--- src/logic/pio_cfg.svh ---
`ifndef PIO_CFG_SVH
`define PIO_CFG_SVH

// register byte offsets
`define PIO_OFS_CTRL 8'h00
`define PIO_OFS_RATE 8'h04
`define PIO_OFS_SCALE 8'h08
`define PIO_OFS_OFFSET 8'h0C
`define PIO_OFS_STATUS 8'h10

// control bit positions
`define PIO_CTRL_ADVANCE 0
`define PIO_CTRL_RETARD 1
`define PIO_CTRL_CLEAR 2

// status bit positions
`define PIO_STAT_ACTIVE 0
`define PIO_STAT_LOOP 1
`define PIO_STAT_CLVM 2

// inch speed in units of 0.0001 rev/s
`define PIO_RATE_RESET 19'h0_03E8
`define PIO_RATE_MIN 19'h0_0001
`define PIO_RATE_MAX 19'h4_93E0

// speed gain in units of 0.001
`define PIO_SCALE_RESET 15'h03E8
`define PIO_SCALE_MIN 15'h0001
`define PIO_SCALE_MAX 15'h7530

// offset is signed, 24 fraction bits, 1.0 = one load revolution
`define PIO_FRAC_BITS 24

// timing
`define PIO_CLK_PERIOD_NS 25
`define PIO_TICK_PERIOD_NS 1000000
// 1e7 (rate x gain units per rev/s) times 1e9 (ns per s)
`define PIO_RATE_TIME_PRODUCT 64'h0023_86F2_6FC1_0000

`endif

--- src/logic/pio_pkg.sv ---
package pio_pkg;

   typedef enum logic [2:0] {
      PIO_IDLE = 3'b001,
      PIO_DIVIDE = 3'b010,
      PIO_APPLY = 3'b100
   } pio_state_t;

   typedef enum logic [1:0] {
      PIO_DIR_NONE = 2'b00,
      PIO_DIR_FWD = 2'b01,
      PIO_DIR_BACK = 2'b10
   } pio_dir_t;

   typedef enum logic [1:0] {
      PIO_RESP_OKAY = 2'b00,
      PIO_RESP_SLVERR = 2'b10
   } pio_resp_t;

endpackage : pio_pkg

--- src/logic/pio_divider.sv ---
`timescale 1ns/1ps

// serial restoring divider, one quotient bit per clock
module pio_divider #(
   parameter int WIDTH = 60
) (
   input wire logic clk,
   input wire logic rst,
   input wire logic start,
   input wire logic [WIDTH-1:0] dividend,
   input wire logic [WIDTH-1:0] divisor,
   output logic [WIDTH-1:0] quotient,
   output logic [WIDTH-1:0] remainder,
   output logic done
);

   logic [7:0] count;
   logic busy;
   logic [WIDTH:0] shifted;

   if (WIDTH < 2 || WIDTH > 200) begin : g_width_check
      $error("pio_divider: WIDTH out of range");
   end

   always_comb begin
      shifted = {remainder, quotient[WIDTH-1]};
   end

   always_ff @(posedge clk or posedge rst) begin
      if (rst) begin
         quotient <= '0;
         remainder <= '0;
         count <= 8'h00;
         busy <= 1'b0;
         done <= 1'b0;
      end else begin
         done <= 1'b0;
         if (start) begin
            quotient <= dividend;
            remainder <= '0;
            count <= 8'(WIDTH);
            busy <= 1'b1;
         end else if (busy) begin
            if (shifted >= {1'b0, divisor}) begin
               remainder <= WIDTH'(shifted - {1'b0, divisor});
               quotient <= {quotient[WIDTH-2:0], 1'b1};
            end else begin
               remainder <= shifted[WIDTH-1:0];
               quotient <= {quotient[WIDTH-2:0], 1'b0};
            end
            count <= count - 8'h01;
            if (count == 8'h01) begin
               busy <= 1'b0;
               done <= 1'b1;
            end
         end
      end
   end

endmodule : pio_divider

--- src/logic/pio_inch_offset.sv ---
// Decided for this implementation: register access over AXI4-Lite and the register offsets.
`timescale 1ns/1ps
`include "pio_cfg.svh"

module pio_inch_offset #(
   parameter int TICK_NS = `PIO_TICK_PERIOD_NS,
   parameter int ADDR_W = 8
) (
   input wire logic CLK,
   input wire logic RST,
   input wire logic CLOSED_LOOP_VECTOR_MODE,
   input wire logic POS_LOOP_ACTIVE,
   input wire logic [ADDR_W-1:0] S_AXI_AWADDR,
   input wire logic [2:0] S_AXI_AWPROT,
   input wire logic S_AXI_AWVALID,
   output logic S_AXI_AWREADY,
   input wire logic [31:0] S_AXI_WDATA,
   input wire logic [3:0] S_AXI_WSTRB,
   input wire logic S_AXI_WVALID,
   output logic S_AXI_WREADY,
   output logic [1:0] S_AXI_BRESP,
   output logic S_AXI_BVALID,
   input wire logic S_AXI_BREADY,
   input wire logic [ADDR_W-1:0] S_AXI_ARADDR,
   input wire logic [2:0] S_AXI_ARPROT,
   input wire logic S_AXI_ARVALID,
   output logic S_AXI_ARREADY,
   output logic [31:0] S_AXI_RDATA,
   output logic [1:0] S_AXI_RRESP,
   output logic S_AXI_RVALID,
   input wire logic S_AXI_RREADY,
   output logic [31:0] INCH_OFFSET,
   output logic [31:0] INCH_STEP,
   output logic INCH_STEP_VALID,
   output logic INCH_ACTIVE
);

   localparam int DIV_W = 60;
   localparam int TICK_CYCLES = TICK_NS / `PIO_CLK_PERIOD_NS;
   localparam logic [DIV_W-1:0] DIVISOR = DIV_W'(`PIO_RATE_TIME_PRODUCT / 64'(TICK_NS));

   if (TICK_CYCLES < DIV_W + 8 || TICK_NS > 1000000000 || DIVISOR == '0) begin : g_tick_check
      $error("pio_inch_offset: TICK_NS cannot be served");
   end
   if (ADDR_W < 5 || ADDR_W > 32) begin : g_addr_check
      $error("pio_inch_offset: ADDR_W out of range");
   end

   // registers
   logic cmd_advance;
   logic cmd_retard;
   logic cmd_clear;
   logic [18:0] rate;
   logic [14:0] scale;
   logic signed [31:0] offset;
   logic [DIV_W-1:0] residue;

   // bus slave state
   logic aw_held;
   logic w_held;
   logic [ADDR_W-1:0] aw_addr;
   logic [31:0] w_data;
   logic [3:0] w_strb;

   // inching engine
   pio_pkg::pio_state_t state;
   pio_pkg::pio_dir_t dir;
   pio_pkg::pio_dir_t last_dir;
   logic [31:0] tick_count;
   logic tick;
   logic clearing;
   logic inch_ok;
   pio_pkg::pio_dir_t next_dir;
   logic div_start;
   logic div_done;
   logic [DIV_W-1:0] quotient;
   logic [DIV_W-1:0] remainder;
   logic [DIV_W-1:0] dividend;
   logic [33:0] product;
   logic [31:0] step_mag;
   logic signed [63:0] wide_sum;
   logic signed [31:0] next_offset;

   function automatic logic [31:0] merge(input logic [31:0] old, input logic [31:0] data,
                                         input logic [3:0] strb);
      logic [31:0] res;
      res = old;
      for (int i = 0; i < 4; i++) begin
         if (strb[i]) begin
            res[8*i +: 8] = data[8*i +: 8];
         end
      end
      return res;
   endfunction : merge

   // ---------------- AXI4-Lite write path ----------------
   always_ff @(posedge CLK or posedge RST) begin
      if (RST) begin
         aw_held <= 1'b0;
         w_held <= 1'b0;
         aw_addr <= '0;
         w_data <= 32'h0000_0000;
         w_strb <= 4'h0;
         S_AXI_AWREADY <= 1'b1;
         S_AXI_WREADY <= 1'b1;
         S_AXI_BVALID <= 1'b0;
         S_AXI_BRESP <= pio_pkg::PIO_RESP_OKAY;
      end else begin
         if (S_AXI_AWVALID && S_AXI_AWREADY) begin
            aw_held <= 1'b1;
            aw_addr <= S_AXI_AWADDR;
            S_AXI_AWREADY <= 1'b0;
         end
         if (S_AXI_WVALID && S_AXI_WREADY) begin
            w_held <= 1'b1;
            w_data <= S_AXI_WDATA;
            w_strb <= S_AXI_WSTRB;
            S_AXI_WREADY <= 1'b0;
         end
         if (aw_held && w_held && !S_AXI_BVALID) begin
            S_AXI_BVALID <= 1'b1;
            case (aw_addr)
               ADDR_W'(`PIO_OFS_CTRL), ADDR_W'(`PIO_OFS_RATE), ADDR_W'(`PIO_OFS_SCALE),
               ADDR_W'(`PIO_OFS_OFFSET), ADDR_W'(`PIO_OFS_STATUS): S_AXI_BRESP <= pio_pkg::PIO_RESP_OKAY;
               default: S_AXI_BRESP <= pio_pkg::PIO_RESP_SLVERR;
            endcase
         end
         if (S_AXI_BVALID && S_AXI_BREADY) begin
            S_AXI_BVALID <= 1'b0;
            aw_held <= 1'b0;
            w_held <= 1'b0;
            S_AXI_AWREADY <= 1'b1;
            S_AXI_WREADY <= 1'b1;
         end
      end
   end

   // register writes land in the cycle the response is raised
   always_ff @(posedge CLK or posedge RST) begin
      logic [31:0] val;
      if (RST) begin
         cmd_advance <= 1'b0;
         cmd_retard <= 1'b0;
         cmd_clear <= 1'b0;
         rate <= `PIO_RATE_RESET;
         scale <= `PIO_SCALE_RESET;
      end else if (aw_held && w_held && !S_AXI_BVALID) begin
         case (aw_addr)
            ADDR_W'(`PIO_OFS_CTRL): begin
               val = merge({29'h0, cmd_clear, cmd_retard, cmd_advance}, w_data, w_strb);
               cmd_advance <= val[`PIO_CTRL_ADVANCE];
               cmd_retard <= val[`PIO_CTRL_RETARD];
               cmd_clear <= val[`PIO_CTRL_CLEAR];
            end
            ADDR_W'(`PIO_OFS_RATE): begin
               val = merge({13'h0, rate}, w_data, w_strb);
               // out-of-range values clamp instead of being refused
               if (val < 32'(`PIO_RATE_MIN)) begin
                  rate <= `PIO_RATE_MIN;
               end else if (val > 32'(`PIO_RATE_MAX)) begin
                  rate <= `PIO_RATE_MAX;
               end else begin
                  rate <= val[18:0];
               end
            end
            ADDR_W'(`PIO_OFS_SCALE): begin
               val = merge({17'h0, scale}, w_data, w_strb);
               if (val < 32'(`PIO_SCALE_MIN)) begin
                  scale <= `PIO_SCALE_MIN;
               end else if (val > 32'(`PIO_SCALE_MAX)) begin
                  scale <= `PIO_SCALE_MAX;
               end else begin
                  scale <= val[14:0];
               end
            end
            default: begin
               val = 32'h0000_0000;
            end
         endcase
      end
   end

   // ---------------- AXI4-Lite read path ----------------
   always_ff @(posedge CLK or posedge RST) begin
      if (RST) begin
         S_AXI_ARREADY <= 1'b1;
         S_AXI_RVALID <= 1'b0;
         S_AXI_RDATA <= 32'h0000_0000;
         S_AXI_RRESP <= pio_pkg::PIO_RESP_OKAY;
      end else begin
         if (S_AXI_ARVALID && S_AXI_ARREADY) begin
            S_AXI_ARREADY <= 1'b0;
            S_AXI_RVALID <= 1'b1;
            S_AXI_RRESP <= pio_pkg::PIO_RESP_OKAY;
            case (S_AXI_ARADDR)
               ADDR_W'(`PIO_OFS_CTRL): S_AXI_RDATA <= {29'h0, cmd_clear, cmd_retard, cmd_advance};
               ADDR_W'(`PIO_OFS_RATE): S_AXI_RDATA <= {13'h0, rate};
               ADDR_W'(`PIO_OFS_SCALE): S_AXI_RDATA <= {17'h0, scale};
               ADDR_W'(`PIO_OFS_OFFSET): S_AXI_RDATA <= offset;
               ADDR_W'(`PIO_OFS_STATUS): S_AXI_RDATA <= {29'h0, CLOSED_LOOP_VECTOR_MODE, POS_LOOP_ACTIVE,
                                                         INCH_ACTIVE};
               default: begin
                  S_AXI_RDATA <= 32'h0000_0000;
                  S_AXI_RRESP <= pio_pkg::PIO_RESP_SLVERR;
               end
            endcase
         end else if (S_AXI_RVALID && S_AXI_RREADY) begin
            S_AXI_RVALID <= 1'b0;
            S_AXI_ARREADY <= 1'b1;
         end
      end
   end

   // ---------------- control tick ----------------
   always_ff @(posedge CLK or posedge RST) begin
      if (RST) begin
         tick_count <= 32'h0000_0000;
      end else if (tick) begin
         tick_count <= 32'h0000_0000;
      end else begin
         tick_count <= tick_count + 32'h0000_0001;
      end
   end

   always_comb begin
      tick = (tick_count == 32'(TICK_CYCLES - 1));
      clearing = cmd_clear && !POS_LOOP_ACTIVE;
      inch_ok = CLOSED_LOOP_VECTOR_MODE;
      if (cmd_advance && !cmd_retard) begin
         next_dir = pio_pkg::PIO_DIR_FWD;
      end else if (cmd_retard && !cmd_advance) begin
         next_dir = pio_pkg::PIO_DIR_BACK;
      end else begin
         next_dir = pio_pkg::PIO_DIR_NONE;
      end
      div_start = tick && inch_ok && !clearing && next_dir != pio_pkg::PIO_DIR_NONE
                  && state == pio_pkg::PIO_IDLE;
      product = 34'(rate) * 34'(scale);
      // residue is dropped when direction turns, so it never counts the wrong way
      dividend = DIV_W'({product, {`PIO_FRAC_BITS{1'b0}}})
                 + ((next_dir == last_dir) ? residue : '0);
      step_mag = (|quotient[DIV_W-1:31]) ? 32'h7FFF_FFFF : {1'b0, quotient[30:0]};
      if (dir == pio_pkg::PIO_DIR_BACK) begin
         wide_sum = 64'(offset) - 64'($signed({4'h0, quotient}));
      end else begin
         wide_sum = 64'(offset) + 64'($signed({4'h0, quotient}));
      end
      // saturate rather than wrap: a wrapped offset would jump the load a full range
      if (wide_sum > 64'sh0000_0000_7FFF_FFFF) begin
         next_offset = 32'sh7FFF_FFFF;
      end else if (wide_sum < -64'sh0000_0000_8000_0000) begin
         next_offset = -32'sh8000_0000;
      end else begin
         next_offset = wide_sum[31:0];
      end
   end

   pio_divider #(
      .WIDTH(DIV_W)
   ) u_divider (
      .clk(CLK),
      .rst(RST),
      .start(div_start),
      .dividend(dividend),
      .divisor(DIVISOR),
      .quotient(quotient),
      .remainder(remainder),
      .done(div_done)
   );

   always_ff @(posedge CLK or posedge RST) begin
      if (RST) begin
         state <= pio_pkg::PIO_IDLE;
         dir <= pio_pkg::PIO_DIR_NONE;
         last_dir <= pio_pkg::PIO_DIR_NONE;
      end else if (clearing) begin
         state <= pio_pkg::PIO_IDLE;
         last_dir <= pio_pkg::PIO_DIR_NONE;
      end else begin
         case (state)
            pio_pkg::PIO_IDLE: begin
               if (div_start) begin
                  state <= pio_pkg::PIO_DIVIDE;
                  dir <= next_dir;
                  last_dir <= next_dir;
               end
            end
            pio_pkg::PIO_DIVIDE: begin
               if (div_done) begin
                  state <= pio_pkg::PIO_APPLY;
               end
            end
            pio_pkg::PIO_APPLY: begin
               state <= pio_pkg::PIO_IDLE;
            end
            default: begin
               state <= pio_pkg::PIO_IDLE;
            end
         endcase
      end
   end

   // offset and remainder persist between inch actions
   always_ff @(posedge CLK or posedge RST) begin
      if (RST) begin
         offset <= 32'sh0000_0000;
         residue <= '0;
      end else if (clearing) begin
         offset <= 32'sh0000_0000;
         residue <= '0;
      end else if (state == pio_pkg::PIO_APPLY && inch_ok) begin
         offset <= next_offset;
         residue <= remainder;
      end
   end

   always_ff @(posedge CLK or posedge RST) begin
      if (RST) begin
         INCH_OFFSET <= 32'h0000_0000;
         INCH_STEP <= 32'h0000_0000;
         INCH_STEP_VALID <= 1'b0;
         INCH_ACTIVE <= 1'b0;
      end else begin
         INCH_OFFSET <= offset;
         INCH_ACTIVE <= inch_ok && (next_dir != pio_pkg::PIO_DIR_NONE);
         INCH_STEP_VALID <= 1'b0;
         if (state == pio_pkg::PIO_APPLY && !clearing && inch_ok) begin
            INCH_STEP_VALID <= 1'b1;
            INCH_STEP <= (dir == pio_pkg::PIO_DIR_BACK) ? (32'h0000_0000 - step_mag) : step_mag;
         end
      end
   end

endmodule : pio_inch_offset

--- config.mk ---
export PLATFORM = sky130hd
export DESIGN_NAME = pio_inch_offset
export DESIGN_NICKNAME = d
export VERILOG_FILES = /design/src/logic/pio_pkg.sv /design/src/logic/pio_divider.sv /design/src/logic/pio_inch_offset.sv
export VERILOG_INCLUDE_DIRS = /design/src /design/src/logic
export SDC_FILE = /design/constraint.sdc
export NUM_CORES = 2
export LEC_CHECK = 0
export BUFFER_PORTS_ARGS = -buffer_cell sky130_fd_sc_hd__buf_2
export CORE_MARGIN = 2
export CORE_UTILIZATION = 64
export CTS_CLUSTER_SIZE = 24
export DETAILED_ROUTE_END_ITERATION = 7
export PLACE_DENSITY_LB_ADDON = 0.15
export RECOVER_POWER = 100
export SLEW_MARGIN = 10
export SYNTH_ARGS = -nofsm -noshare
export SYNTH_HDL_FRONTEND = slang
export SYNTH_HIERARCHICAL = 1
export SYNTH_SLANG_ARGS = --single-unit
--- constraint.sdc ---
create_clock -name CLK -period 13.85 [get_ports CLK]
set_input_delay 1.385 -clock CLK [delete_from_list [all_inputs] [get_ports CLK]]
set_output_delay 1.385 -clock CLK [all_outputs]
set_load 0.05 [all_outputs]
After elaboration in Yosys (flattened, before gate mapping) --
Cells that the tools add are included.
Storage, ports and cells: input bits 67, memory bits (read-only) 0, latch bits 0, memories 0, register bits 451, RAM bits 0
Operators by class: reductions and logical operators 43, bitwise operators 1, eq/ne operators 17, multiply operators 1, muxes and demuxes 79, add/sub/neg operators 7, order comparisons 7, shift operators 0, divide/modulo/power cells 0
Operator list (number):
- $mux W60 | 8
- $mux W8 | 25
- $mux W32 | 6
- $pmux W32 S5 | 1
- $gt A64 B32 Y1 const B | 1
- $lt A32 B1 Y1 const B | 2
- $lt A64 B32 Y1 const B | 1
- $mux W64 | 1
- $add A32 B61 Y62 | 1
- $sub A32 B61 Y62 | 1
- $ge A61 B34 Y1 const B | 1
- $add A58 B60 Y60 | 1
- $sub A60 B34 Y60 const B | 1
- $mux W19 | 2
- $mul A19 B15 Y34 | 1
- $add A32 B1 Y32 const B | 1
- $eq A32 B16 Y1 const B | 1
- $eq A8 B4 Y1 const B | 4
- $gt A32 B15 Y1 const B | 1
- $gt A32 B19 Y1 const B | 1
- $sub A1 B31 Y32 const A | 1
- $mux W31 | 1
- $mux W15 | 2
- $reduce_or A29 Y1 | 1
- 23 further kinds | 89

Logic depth before layout (Yosys ltp) --
depth after elaboration 10, depth in mapped cells 40, mapped depth without buffers 38

Cells and area by module --
Netlist, hierarchy kept.
Modules (own cells, without submodules):
- pio_inch_offset | sequential area each 8002.7 um^2, cells each 3526, instances 1, area each 30267.8 um^2
- pio_divider | sequential area each 3253.1 um^2, cells each 1225, instances 1, area each 9915.8 um^2

Worst setup path after synthesis --
OpenSTA, ideal clock, no wires.
path type register -> register, start point register rate[5], end point register u_divider.quotient[59], data arrival time 8.191 ns, path buffers 2, slack 5.526 ns, stages on the path, launching flop included 36, setup time 0.133 ns, cells stage by stage dfstp_2 clkbuf_1 clkbuf_1 nand2_1 fa_1 fa_1 fa_1 inv_1 fa_1 fa_1 inv_1 fa_1 inv_1 ha_1 nand4_1 a2111oi_0 o21bai_1 a31oi_1 o21ai_0 nand2b_1 a21o_1 a21oi_1 xnor2_1 ha_1 a21o_1 a21oi_1 o21ai_0 a31oi_1 o21ai_0 o31ai_1 a2111oi_0 a31oi_1 xor2_1 nor3_1 nand2_1 o21ai_0
On the way: cells in the longest elaborated chain, start to end 3
RTL lines:
- from (decl) | line pio_inch_offset.sv:53 | logic [18:0] rate;
- from (signal assigned) | line pio_inch_offset.sv:145 | rate <= `PIO_RATE_RESET;
- from (signal assigned) | line pio_inch_offset.sv:159 | rate <= `PIO_RATE_MIN;
- from (signal assigned) | line pio_inch_offset.sv:161 | rate <= `PIO_RATE_MAX;
- $mul A19 B15 Y34 | line pio_inch_offset.sv:238 | product = 34'(rate) * 34'(scale);
- $add A58 B60 Y60 | line pio_inch_offset.sv:240 | dividend = DIV_W'({product, {`PIO_FRAC_BITS{1'b0}}})
- net dividend[59] | line pio_inch_offset.sv:78 | logic [DIV_W-1:0] dividend;
- $mux W60 | line pio_divider.sv:38 | if (start) begin
- to (signal assigned) | line pio_divider.sv:39 | quotient <= dividend;
- to (signal assigned) | line pio_divider.sv:46 | quotient <= {quotient[WIDTH-2:0], 1'b1};
- to (signal assigned) | line pio_divider.sv:49 | quotient <= {quotient[WIDTH-2:0], 1'b0};
- to (decl) | line pio_divider.sv:12 | output logic [WIDTH-1:0] quotient,
The timed path passes the listed nets, and every way through them passes these cells. A chain may end at the register's enable or synchronous reset.

Worst setup path in the final report --
start point register scale[14], end point register u_divider.quotient[59]
On the way: cells in the longest elaborated chain, start to end 3
RTL lines:
- from (decl) | line pio_inch_offset.sv:54 | logic [14:0] scale;
- from (signal assigned) | line pio_inch_offset.sv:146 | scale <= `PIO_SCALE_RESET;
- from (signal assigned) | line pio_inch_offset.sv:169 | scale <= `PIO_SCALE_MIN;
- from (signal assigned) | line pio_inch_offset.sv:171 | scale <= `PIO_SCALE_MAX;
- $mul A19 B15 Y34 | line pio_inch_offset.sv:238
- $add A58 B60 Y60 | line pio_inch_offset.sv:240
- net dividend[59] | line pio_inch_offset.sv:78
- $mux W60 | line pio_divider.sv:38
The timed path passes the listed nets, and every way through them passes these cells.

==> reports/qor.yml <==
drt:
  firstDrtPassIters: 6
  drt_wl_total_mm: 110
  final_antenna_net_count: 0
  via_count: 34700
  drt_iter0_drc: 2884
  detail_route.vias_per_cell: 6.09
  drc_errors: 0
  wl_per_cell_um: 19.3
die:
  io_pins: 174
  die_w_um: 255
  core_um2: 61900
  placementRows: 91
  die_y_um: 255
  start_util_pct: 64.9
  die_area_um2: 64800
power_and_ir_drop:
  p_leak_nw: 20.7
  irDropWorstVdd_v: 0.000128
  powerDensity_nw_per_um2: 145
finish:
  nFillCells: 5219
  fin_area_um2: 43200
  largestRegisters: "residue x60, u_divider/quotient x60, u_divider/remainder x60"
  nets: 5359
  drive_above_1_share_pct: 5.93
  area_growth_pct: 7.42
grt:
  grt_pass1_wl_mm: 178
  grt_start_max_net_pins: 148
  grt_use_total_pct: 34.5
  first_global_vias: 33300
  antenna_found_initial: 4
  grt_overflow: 0
logic_synthesis:
  yosysSeqAreaShare_pct: 28.0
  synth_area_um2: 40200
  avgSynthCellArea_um2: 8.46
  synth_ff_type: "dfrtp_1"
  synth_most_common_cell: "nand2_1"
  async_flop_share_pct: 100
  synth_cells: 4751
  synth_top_cell_area_share_pct: 27.0
  yosys.area.top_type: "dfrtp_1"
  ys_ff_latch: 449
  synth_edf_count: 0
  yosysWarningCount: 6
  synth_area_leaders: "dfrtp_1 27%, fa_1 11%, ha_1 8.1%"
  ys_types: 99
  synth_common_cells: "698 x nand2_1, 433 x dfrtp_1, 401 x inv_1"
placement:
  gp_congestion: 1.00
  place_area_um2: 41600
  io_buffers: 165
  dp_hpwl_mm: 81.7
sta:
  finClkSkew_ns: 0.0415
  hold_viol_final: 0
  fin_crit_ns: 9.73
  fin_crit_sh_pct: 70.2
  finalSetupViolCount: 0
  slew_violations: 763
  slew_headroom_pct: -207
  fin_tns_setup_ns: 0
  fmax_ghz: 0.103
  worst_slew_pin_slew_ns: 4.61
  holdWs_ns: 0.450
  rsz0062_at_grt: "false"
cts:
  cts_hold_buffers: 0
  clkTransAtPathRegs_ns: 0.07
  clk-insertion-delay-late_ns: 0.64
  cts_tree: "done"
  clock_tree.root_cell: "clkbuf_16"
  numCtsBuffers: 51
  cts_setup_buffers: 0
  cts.repair.resized: 0
  h-tree-depth: 2
  clockBufferDepth: 3
  clock-sinks: 449
status:
  status: "finished with violations"
  violations: "max-capacitance violations, max-slew violations"
job:
  drv_cap: 12
critical_path:
  critPathKind: "reg -> reg"
  cp_data_arrival_time_ns: 10.08
  start_kind: "register"
  cp.required_ns: 14.20
  crit_top_cell: "fa_1"
  worstPathMaxFanout: 23
  worstSetupEndpointType: "register"
  critPathMaxStageDelay_ns: 1.01
  cp_slowest_cell: "dfrtp_1"
hold_path:
  hold_path_class: "reg -> reg"
[layout make-up]
| type | instances | area, µm² | area share, % |
|---|---|---|---|
| antenna | 1 | 2.50 | 0.00580 |
| clock buffer | 67 | 1450 | 3.35 |
| clock inverter | 29 | 347 | 0.803 |
| inverter | 403 | 1520 | 3.51 |
| multi-input combinational | 3706 | 26600 | 61.7 |
| sequential | 449 | 11300 | 26.1 |
| tap | 837 | 1050 | 2.43 |
| timing repair buffer | 199 | 903 | 2.09 |
[cell families after synthesis]
family	synth area share (%)
and+or+nand+nor	19.1
AOI/OAI and AO/OA	17.9
buffers and inverters	6.31
adders and majority gates	19.2
DFF	28.0
xor gates and xnor gates	5.49
muxes	4.07
other	0.0187
[final timing paths]
| path | start | endpoint | slack [ns] | cells past startpoint |
|---|---|---|---|---|
| max | scale[14]$_DFFE_PP0P_ | u_divider/quotient[59]$_DFFE_PP0P_ | 4.12 | 33 |
| min | offset[23]$_DFFE_PP0P_ | INCH_OFFSET[23]$_DFF_PP0_ | 0.45 | 0 |
| max reg2reg | scale[14]$_DFFE_PP0P_ | u_divider/quotient[59]$_DFFE_PP0P_ | 4.12 | 33 |
| min reg2reg | offset[23]$_DFFE_PP0P_ | INCH_OFFSET[23]$_DFF_PP0_ | 0.45 | 0 |
| max in group asynchronous | RST | scale[14]$_DFFE_PP0P_ | 6.88 | 3 |
| min in group asynchronous | RST | u_divider/quotient[11]$_DFFE_PP0P_ | 1.69 | 2 |
[layer usage]
metal  share of wire [%]  global-route usage [%]  vias to the layer above  wire (µm)
li1                    -                       -                    16400          -
met2                  46                    55.1                     1351      50200
met3                 8.2                    5.84                      221       9030
met5               0.035                       0                        -         39
met1                  43                    47.8                    16700      46800
met4                 3.5                    11.7                        6       3900
[layout by cell type (no fill, tap or decap), types with 39 or more instances in the layout]
master and instances:
nand4_1 58, nor3_1 67, mux2_2 61, and2_1 224, conb_1 63, clkbuf_1 131, nor2_1 289, o211ai_1 56
mux2i_1 92, clkbuf_16 51, ha_1 260, nand3_1 67, xor2_1 108, inv_1 399, fa_1 222, xnor2_1 144
o21a_1 39, dfrtp_1 432, nand2_1 698, a21oi_1 333, a21o_1 77, buf_2 52, o21ai_0 281
[report_power, final]
part / internal, mW / switching (mW)
clock: 0.823 / 0.601
combinational: 1.07 / 1.62
sequential: 1.60 / 0.537
total: 3.49 / 2.76
[stage by stage]
stage / setup WS [ns] / utilization (%) / total power, mW / std cells
5_1_grt: 3.54 / 69.7 / 6.65 / 5690
3_3_place_gp: 4.40 / 67.1 / 4.72 / 5594
4_1_cts: 4.35 / 70.0 / 6.21 / 5690
3_5_place_dp: 4.40 / 67.1 / 4.76 / 5594
2_1_floorplan: 3.66 / - / 3.99 / 4812
6_report: 4.12 / 69.7 / 6.25 / 5691
[critical path: cells and delay by family, from the launching register on]
kind            cells  cell delay [ns]
buf+inv             3             0.19
compound gates     15             3.31
xor+xnor            2             0.39
simple gates        5             0.59
fa+ha+maj           8             3.99
flops               1             1.01
Power figures use the tool's default switching activity.
